===== config.mk =====
export PLATFORM = sky130hd
export DESIGN_NAME = rotate_through_carry_unit
export DESIGN_NICKNAME = d
export VERILOG_FILES = /design/src/rtl/rot_carry_pkg.sv /design/src/rtl/rotate_through_carry_unit.sv
export SDC_FILE = /design/constraint.sdc
export NUM_CORES = 1
export LEC_CHECK = 0
export BUFFER_PORTS_ARGS = -buffer_cell sky130_fd_sc_hd__buf_2
export CORE_ASPECT_RATIO = 0.5
export CORE_MARGIN = 1.5
export CORE_UTILIZATION = 45
export DETAILED_ROUTE_END_ITERATION = 10
export SYNTH_ARGS = -nofsm -noshare
export SYNTH_HDL_FRONTEND = slang
export SYNTH_SLANG_ARGS = --single-unit
export TNS_END_PERCENT = 100

===== constraint.sdc =====
create_clock -name clk -period 2.6 [get_ports clk]
set_input_delay 0.26 -clock clk [delete_from_list [all_inputs] [get_ports clk]]
set_output_delay 0.26 -clock clk [all_outputs]
set_load 0.005 [all_outputs]

===== src/rtl/rot_carry_pkg.sv =====
// Shared constants and carriers for the rotate-through-carry datapath slice
package rot_carry_pkg;
   localparam int INSN_W = 12;
   localparam int DATA_W = 8;
   localparam int FADDR_W = 5;
   localparam int NUM_FREGS = 32;
   localparam int OPC_W = 6;
   localparam logic [5:0] OPC_ROT_RIGHT = 6'h0c;
   localparam logic [5:0] OPC_ROT_LEFT = 6'h0d;
   localparam int OPC_LSB = 6;
   localparam int DEST_BIT = 5;
   localparam int FADDR_LSB = 0;
   localparam logic [7:0] ACC_RESET = 8'h00;
   localparam logic [7:0] FREG_RESET = 8'ha5;
   localparam logic CARRY_RESET = 1'b0;
   localparam logic ZERO_RESET = 1'b0;
   localparam logic DCARRY_RESET = 1'b0;
   localparam int EXEC_CYCLES = 1;

   typedef struct packed {
      logic valid;
      logic [11:0] word;
   } insn_t;

   typedef struct packed {
      logic zero;
      logic dcarry;
      logic carry;
   } status_t;

   typedef struct packed {
      logic wr;
      logic [4:0] addr;
      logic [7:0] data;
   } freg_wr_t;
endpackage


===== src/rtl/rotate_through_carry_unit.sv =====
// Rotate-through-carry execution slice with its own file registers, accumulator and status
`timescale 1ns/1ps
module rotate_through_carry_unit
   import rot_carry_pkg::*;
#(
   parameter int NREGS = rot_carry_pkg::NUM_FREGS
)
(
   input wire logic clk,
   input wire logic arst_n,
   input wire logic clk_en,
   input wire rot_carry_pkg::insn_t insn,
   output rot_carry_pkg::status_t status,
   output logic [7:0] acc,
   output rot_carry_pkg::freg_wr_t freg_wr,
   output logic insn_done,
   output logic insn_unknown
);
   import rot_carry_pkg::*;

   // Operand storage
   logic [7:0] fregs [NREGS];

   // Clock enable, freezes every flip-flop while low
   wire advance;

   assign advance = clk_en;

   // Instruction fields
   wire [OPC_W-1:0] opcode;
   wire dest_freg;
   wire [FADDR_W-1:0] faddr;

   assign opcode = insn.word[INSN_W-1:OPC_LSB];
   assign dest_freg = insn.word[DEST_BIT];
   assign faddr = insn.word[FADDR_LSB +: FADDR_W];

   // Decode of the two rotate words
   wire is_right;
   wire is_left;
   wire is_rot;
   wire is_unknown;
   wire wr_acc;
   wire wr_freg;

   assign is_right = insn.valid && (opcode == OPC_ROT_RIGHT);
   assign is_left = insn.valid && (opcode == OPC_ROT_LEFT);
   assign is_rot = is_right || is_left;
   assign is_unknown = insn.valid && !is_rot;
   assign wr_acc = is_rot && !dest_freg;
   assign wr_freg = is_rot && dest_freg;

   // One-hot read select; an index beyond the array reads zero
   wire [NREGS-1:0] rd_sel;
   wire [7:0] rd_word [NREGS];
   logic [7:0] operand;

   genvar ri;
   generate
      for (ri = 0; ri < NREGS; ri++)
      begin : g_rd
         assign rd_sel[ri] = (faddr == FADDR_W'(ri));
         assign rd_word[ri] = rd_sel[ri] ? fregs[ri] : 8'h00;
      end
   endgenerate

   // Masked words ORed into the operand
   always_comb
   begin
      operand = 8'h00;
      for (int k = 0; k < NREGS; k++)
      begin
         operand = operand | rd_word[k];
      end
   end

   // Rotated values, one generate step for each of seven shifted bits, the end bit taken from carry
   wire carry_in;
   wire [7:0] rot_right;
   wire [7:0] rot_left;
   wire [7:0] result;
   wire next_carry;

   assign carry_in = status.carry;
   assign rot_right[7] = carry_in;
   assign rot_left[0] = carry_in;

   genvar bi;
   generate
      for (bi = 0; bi < 7; bi++)
      begin : g_bit
         assign rot_right[bi] = operand[bi+1];
         assign rot_left[bi+1] = operand[bi];
      end
   endgenerate

   assign result = is_right ? rot_right : rot_left;
   assign next_carry = is_right ? operand[0] : operand[7];

   // Next values of the registered outputs
   wire [7:0] next_acc;
   wire next_sc;
   status_t next_status;
   freg_wr_t next_freg_wr;
   wire next_done;
   wire next_unknown;

   assign next_acc = wr_acc ? result : acc;
   assign next_sc = is_rot ? next_carry : status.carry;
   assign next_status = '{zero: status.zero, dcarry: status.dcarry, carry: next_sc};
   assign next_freg_wr = '{wr: wr_freg, addr: faddr, data: result};
   assign next_done = is_rot;
   assign next_unknown = is_unknown;

   // Write select per file register
   wire [NREGS-1:0] freg_sel;

   genvar si;
   generate
      for (si = 0; si < NREGS; si++)
      begin : g_sel
         assign freg_sel[si] = wr_freg && rd_sel[si];
      end
   endgenerate

   // File registers, written back only when the target bit is set
   genvar gi;
   generate
      for (gi = 0; gi < NREGS; gi++)
      begin : g_freg
         always_ff @(posedge clk or negedge arst_n)
         begin
            if (!arst_n)
            begin
               fregs[gi] <= FREG_RESET;
            end
            else if (advance && freg_sel[gi])
            begin
               fregs[gi] <= result;
            end
         end
      end
   endgenerate

   // Accumulator
   always_ff @(posedge clk or negedge arst_n)
   begin
      if (!arst_n)
      begin
         acc <= ACC_RESET;
      end
      else if (advance)
      begin
         acc <= next_acc;
      end
   end

   // Status, only carry moves
   always_ff @(posedge clk or negedge arst_n)
   begin
      if (!arst_n)
      begin
         status <= '{zero: ZERO_RESET, dcarry: DCARRY_RESET, carry: CARRY_RESET};
      end
      else if (advance)
      begin
         status <= next_status;
      end
   end

   // Write-back report
   always_ff @(posedge clk or negedge arst_n)
   begin
      if (!arst_n)
      begin
         freg_wr <= '0;
      end
      else if (advance)
      begin
         freg_wr <= next_freg_wr;
      end
   end

   // Completion strobe, one cycle after decode
   always_ff @(posedge clk or negedge arst_n)
   begin
      if (!arst_n)
      begin
         insn_done <= 1'b0;
      end
      else if (advance)
      begin
         insn_done <= next_done;
      end
   end

   // Strobe for a valid word that is no rotate
   always_ff @(posedge clk or negedge arst_n)
   begin
      if (!arst_n)
      begin
         insn_unknown <= 1'b0;
      end
      else if (advance)
      begin
         insn_unknown <= next_unknown;
      end
   end
endmodule


==> flow_summary_export.csv, run 1 <==
group,metric,value,unit
floorplanning,die_w,241.2,um
clock_tree,cts_tree,"yes",
timing,clock.fmax,393.8,MHz
setup_path,worstSetupPathType,"in -> reg",
timing,drv_slew,0,
setup_path,end_kind,"flip-flop",
power_and_ir_drop,power.density,582.0,nW/um^2
routing,drt_iter0_drc,1083,
routing,vias_per_cell,5.756,
yosys,netlist_top_cells_count,"312 x nand2_1, 256 x o21ai_0, 153 x dfrtp_1",
timing,finClkSkew,29.37,ps
yosys,synth_edf_count,0,
clock_tree,htree_levels,1,
yosys,yosys_warnings,0,
setup_path,crit_required,3050,ps
setup_path,crit_fanout,18,
routing,wirelength,48.58,mm
job,drv_cap,0,
setup_path,crit_chain,"buf_2 -> buf_12 -> or3b_2 -> nor2_1 -> buf_4 -> a22oi_1 -> o211ai_1 -> nor3_1 -> mux2_2 -> buf_12 -> o21ai_0",
placement,hpwl,35.90,mm
timing,setup_viol,0,
yosys,ys_seq_elements,281,
cells_and_area,fillers,2490,
power_and_ir_drop,p_leak,6.721,nW
routing,vias,10924,
floorplanning,fp-row-count,43,
routing,routedWlPerCell,25.59,um
outcome,outcome,"complete, no violations",
floorplanning,ios,43,
cells_and_area,final_util,57.54,%
yosys,synth_area_leaders,"dfrtp_1 30%, dfstp_2 26%, o21ai_0 10%",
routing,firstDrtPassIters,5,
cells_and_area,drive_gt1_share,32.08,%
yosys,netlist_area,12770,um^2
clock_tree,numCtsBuffers,27,
yosys,synthArstFlopShare,100.0,%
global_routing,grt-ovfl-total,0,
floorplanning,die_y,122.1,um
yosys,yosysTopAreaCell,"dfrtp_1",
timing,slew_headroom,42.75,%
clock_tree,clk_latency,560,ps
yosys,synth_fa_ha_area_share,0,%
yosys,syn_inst,1296,
global_routing,grt_max_degree,74,
placement,place_ws,-602.4,ps
setup_path,arrival,2990,ps
setup_path,cpPeakStageDelay,490,ps
power_and_ir_drop,power.total,0.009315,W
timing,rsz0062_at_grt,"no",
yosys,yosysUniqueCellTypes,66,
clock_tree,postCtsSetupRepairBufs,0,
yosys,yosysMostFrequentCell,"nand2_1",
power_and_ir_drop,ir_drop,0.0004923,V
yosys,synth_xor_area_share,0,%
yosys,synth_top_area_share,29.99,%
placement,gp_congestion,0.9423,
yosys,muxShareOfSynthArea,4.959,%
routing,ant_nets,0,
placement,io_buffers,40,
clock_tree,cts.clk_slew.worst_paths,70,ps
routing,route.detailed.drc,0,
floorplanning,start_util,45.90,%
clock_tree,cts_sinks,281,
floorplanning,dieArea,29450,um^2
cells_and_area,fin_nets,1510,
yosys,synth_flop_cell,"dfrtp_1",
clock_tree,cts_buffer_depth,3,
timing,setup_ws,60.83,ps
global_routing,grtUsageTotal,34.24,%
timing,post-route-min-period,2539,ps
setup_path,crit_slowest_cell,"or3b_2",
global_routing,antenna_found_initial,1,
yosys,synth_area_per_cell,9.850,um^2
cells_and_area,area.growth.synth_to_final,25.38,%
global_routing,grt_pass1_vias,10507,
setup_path,worstSetupStartpointType,"input pin",
timing,period_share,97.66,%
yosys,yosys.area_share.simple,15.72,%
yosys,synth_compound_area_share,18.01,%
global_routing,grt_pass1_wl,71.33,mm
clock_tree,root_buffer,"clkbuf_16",
yosys,synth_top_family_by_area,"compound AO/OA/AOI/OAI gates",
timing,worst_pin_slew,855.5,ps
min_path,hp-class,"in -> reg",
setup_path,critical_path.most_common_cell,"buf_12",
floorplanning,core_area,27820,um^2
yosys,synth_seq_area_share,56.34,%
timing,finalHoldViolCount,0,
## layer usage
layer / share of wire [%] / routed length [um] / vias to the layer above / GRT usage, %
met1: 48 / 23560 / 5534 / 52.89
met5: 0 / 0 / - / 0
met4: 1.7 / 808 / 0 / 6.289
met2: 40 / 19400 / 391 / 46.86
li1: - / - / 4954 / -
met3: 9.9 / 4810 / 45 / 10.45
## worst max-delay path: cells and delay by family
family	cells	cell delay, ps
AND/OR/NAND/NOR	3	950
AO/OA/AOI/OAI	3	560
multiplexers	1	370
buffers and inverters	4	830
## what timing repair did
item | CTS | global route
gates resized for setup | 1 | 13
hold buffers | 3 | 0
hold endpoints to repair | 45 | 0
pin swaps | 1 | 3
setup endpoints to repair | 11 | 192
## layout by cell type (no fill, tap or decap), types with 13 or more instances in the layout
cell type and n:
a22oi_1 37, clkbuf_16 29, o21ai_0 256, mux2_2 15, buf_12 28, inv_1 14, nand2_1 312, nand3_1 28
mux2i_1 39, buf_4 197, nand4_1 13, dfstp_2 128, buf_2 39, nor2_1 32, dfrtp_1 153
## where the power goes
group          switching, W  internal [W]
clock               0.00179       0.00256
sequential       0.00000846       0.00440
combinational      0.000347      0.000213
total               0.00215       0.00717
## cell type report
type                            instances  area [um^2]  area share [%]
Sequential cell                       281         7192           44.93
Multi-Input combinational cell        902         5022           31.38
Timing Repair Buffer                  268         2280           14.24
Clock buffer                           38        799.5           4.995
Tap cell                              382        478.0           2.986
Clock inverter                         12        178.9           1.118
Inverter                               14        52.55          0.3283
Antenna cell                            1        2.502         0.01563
## final timing paths
check / from / endpoint / slack (ps) / cells after the start
setup / recovery: insn[1] / fregs[77] / 60 / 11
hold / removal: insn[6] / carry_in / 20 / 3
setup reg to reg: fregs[28] / fregs[3] / 130 / 9
hold reg to reg: fregs[90] / fregs[90] / 470 / 2
max in group asynchronous: arst_n / fregs[232] / 1500 / 3
min in group asynchronous: arst_n / acc[4] / 280 / 2
## metrics by stage
stage          hold slack, ps  cell area [um^2]  setup TNS [ps]  cells
6_report                16.18             16010               0   1898
5_1_grt                 39.85             16000               0   1897
4_1_cts                 6.147             15930               0   1897
3_5_place_dp            298.4             14920         -104340   1844
3_3_place_gp            293.2             14920         -104960   1844
2_1_floorplan          -35.59             12770               0   1297
## cell families after synthesis
family	Yosys count
simple gates	457
buf+inv	114
compound gates	385
other cells	1
mux	58
flops	281
## flip-flops by register name, summed over array words and instances (netlist names)
name	count
fregs	256
freg_wr	14
carry_in	1
insn_unknown	1
acc	8
insn_done	1
Power figures use the tool's default switching activity.
==> run 2, diff against run 1 <==
--- a/config.mk
+++ b/config.mk
@@ -5,6 +5,7 @@
 export SDC_FILE = /design/constraint.sdc
 export NUM_CORES = 1
 export LEC_CHECK = 0
+export ABC_AREA = 1
 export BUFFER_PORTS_ARGS = -buffer_cell sky130_fd_sc_hd__buf_2
 export CORE_ASPECT_RATIO = 0.5
 export CORE_MARGIN = 1.5
==> run 2 against run 1 <==
  * Routed wire length is 4.9% higher
  * Synthesized cell count is 46% higher
  * Clock power is 12% lower
  * Clock-buffer cell count is 8 higher
  * Combinational power is 6.6% lower
  * Power is 6.1% lower
  * Worst setup slack better by 230 ps
  * First-iteration DRC count is 36% higher
  * Via count is 26% higher
  * Area after synthesis is 12% higher
  * Critical endpoint is now fregs[90]
==> flow_summary_export.csv, run 2 <==
group,metric,value,unit
global_routing,grtUsageMet2,45.80,%
timing,worst_pin_slew,998.7,ps
timing,rsz0062_at_grt,"no",
clock_tree,clk_latency,550,ps
setup_path,worstSetupStartpointType,"input pin",
routing,routedWlPerCell,21.01,um
routing,firstDrtPassIters,6,
timing,post-route-min-period,2310,ps
placement,dp.cells,2375,
yosys,muxShareOfSynthArea,0,%
yosys,netlist_top_cells_count,"784 x nand2_1, 398 x nand3_1, 153 x dfrtp_1",
timing,finClkSkew,15.15,ps
timing,period_share,88.85,%
global_routing,grt_use_met1,47.68,%
routing,drt_iter0_drc,1477,
cells_and_area,top_regs,"fregs: 256 flops, freg_wr: 14 flops, acc: 8 flops",
clock_tree,cts_sinks,281,
routing,ant_nets,0,
floorplanning,die_y,129.1,um
min_path,hp-class,"in -> reg",
cells_and_area,drive_gt1_share,19.13,%
timing,clock.fmax,432.9,MHz
yosys,synth_area_leaders,"dfrtp_1 27%, dfstp_2 23%, nand2_1 21%",
yosys,yosys_warnings,0,
yosys,ys_seq_elements,281,
placement,hpwl,34.15,mm
clock_tree,cts.clk_slew.worst_paths,70,ps
yosys,yosysUniqueCellTypes,24,
yosys,yosysMostFrequentCell,"nand2_1",
global_routing,grt_pass1_vias,13055,
routing,vias_per_cell,5.691,
clock_tree,numCtsBuffers,26,
yosys,synth_fa_ha_area_share,0,%
setup_path,worstSetupPathType,"in -> reg",
clock_tree,root_buffer,"clkbuf_16",
timing,setup_viol,0,
yosys,yosys.area_share.simple,44.23,%
yosys,synthArstFlopShare,100.0,%
cells_and_area,area.growth.synth_to_final,17.47,%
power_and_ir_drop,ir_drop,0.0004491,V
cells_and_area,final_common_cell,"nand2_1",
routing,wirelength,50.95,mm
floorplanning,die_w,255.3,um
setup_path,crit_required,3100,ps
yosys,synth_compound_area_share,0.2796,%
yosys,synth_edf_count,0,
cells_and_area,fin_nets,1998,
outcome,outcome,"complete, no violations",
clock_tree,cts_buffer_depth,3,
cells_and_area,regMostFlops,"fregs",
global_routing,grt-busiest-layer,"met1",
global_routing,antenna_found_initial,1,
floorplanning,ios,43,
clock_tree,cts_tree,"yes",
yosys,synth_top_family_by_area,"simple AND/OR/NAND/NOR gates",
yosys,synth_top_area_share,26.73,%
timing,fin_tns_setup,0,ps
setup_path,crit_fanout,10,
floorplanning,dieArea,32970,um^2
timing,finalHoldViolCount,0,
placement,gp_congestion,0.9566,
cells_and_area,finalNonFillerCells,2425,
clock_tree,cts_resized,0,
cells_and_area,antenna_cells,0,
global_routing,grt_max_degree,68,
yosys,synth_area_per_cell,7.569,um^2
placement,io_buffers,40,
setup_path,arrival,2810,ps
global_routing,grt-ovfl-total,0,
global_routing,grt_pass1_wl,79.31,mm
cells_and_area,final_cell_mix,"782 x nand2_1, 398 x nand3_1, 153 x dfrtp_1, 128 x dfstp_2, 105 x nor2_1",
setup_path,end_kind,"flip-flop",
global_routing,grtUsageTotal,31.61,%
yosys,syn_inst,1892,
yosys,synth_flop_cell,"dfrtp_1",
floorplanning,fp-row-count,45,
routing,vias,13801,
power_and_ir_drop,power.total,0.008744,W
yosys,yosysTopAreaCell,"dfrtp_1",
yosys,synth_seq_area_share,50.22,%
floorplanning,core_area,30800,um^2
cells_and_area,largest_reg_flops,256,
job,drv_cap,0,
power_and_ir_drop,power.density,519.7,nW/um^2
yosys,synth_xor_area_share,0,%
routing,route.detailed.drc,0,
yosys,netlist_area,14320,um^2
floorplanning,start_util,46.50,%
power_and_ir_drop,p_leak,8.852,nW
timing,drv_slew,0,
global_routing,use_met3,7.272,%
clock_tree,htree_levels,1,
timing,slew_headroom,33.17,%
run 2: changes by cell type after synthesis, sizes merged, moves of 12 or more:
cell	before	now
clkbuf	49	29
inv	14	60
buf	51	78
a22oi	40	0
a32oi	12	0
nand4	14	92
nand2	312	788
mux2i	42	0
and3	12	0
o21ai	272	7
nor2	32	123
a22o	12	0
nand3	28	412
mux2	16	0
run 2: path summary, 6_finish.rpt:
kind	from	to	slack, ps	cells past startpoint
min	insn[6]	carry_in	70	4
max reg2reg	fregs[113]	acc[2]	680	9
max	insn[12]	fregs[90]	290	12
min reg2reg	fregs[130]	fregs[130]	470	2
max in group asynchronous	arst_n	fregs[79]	1440	3
min in group asynchronous	arst_n	acc[4]	250	2
run 2: cell type report:
type                       instances  area, um^2
fill                            2941       13970
sequential                       281        7192
multi-input combinational       1444        6400
timing repair buffer             168        1654
clock buffer                      46       807.0
tap                              423       529.3
inverter                          61       231.5
clock inverter                     2       10.01
run 2: layer usage:
metal | wire, um | vias up
met1 | 23360 | 6672
met5 | 13 | -
met3 | 5098 | 88
met2 | 21450 | 666
li1 | - | 6373
met4 | 1026 | 2
run 2: cells by family (layout without fill, tap and decap cells):
| family | after synthesis | after routing |
|---|---|---|
| buf+inv | 168 | 277 |
| flops | 281 | 281 |
| other cells | 1 | 2 |
| simple gates | 1434 | 1434 |
| compound gates | 8 | 8 |
run 2: worst max-delay path, cell delays in order:
cell,delay (ps)
dlygate4sd3_1,520
buf_2,120
inv_1,60
nor2_1,80
nand4_1,160
nor2_1,180
nand2_2,270
inv_2,330
nand2_1,300
inv_1,310
nand3_1,120
nand2_1,80
run 2: per-stage QoR:
| stage | utilization (%) | hold WS (ps) | cell area [um^2] | worst slack [ps] |
|---|---|---|---|---|
| floorplan | - | -35.59 | 14330 | 742.1 |
| global placement | 51.91 | 263.4 | 15990 | 80.05 |
| detailed placement | 51.91 | 270.0 | 15990 | 76.57 |
| CTS | 54.63 | 61.33 | 16820 | 317.6 |
| global route | 54.63 | 87.81 | 16820 | 116.3 |
| finish | 54.63 | 73.69 | 16820 | 289.8 |
run 2: power breakdown:
group	switching, W	internal, W	total [W]
combinational	0.000389	0.000133	0.000523
clock	0.00172	0.00209	0.00382
sequential	0.00000918	0.00440	0.00441
total	0.00212	0.00662	0.00874
run 2: what timing repair did:
action,in CTS,in global routing
setup buffers,0,0
hold buffers,2,0
endpoints found under the hold margin,36,0
endpoints found under the setup margin,0,0
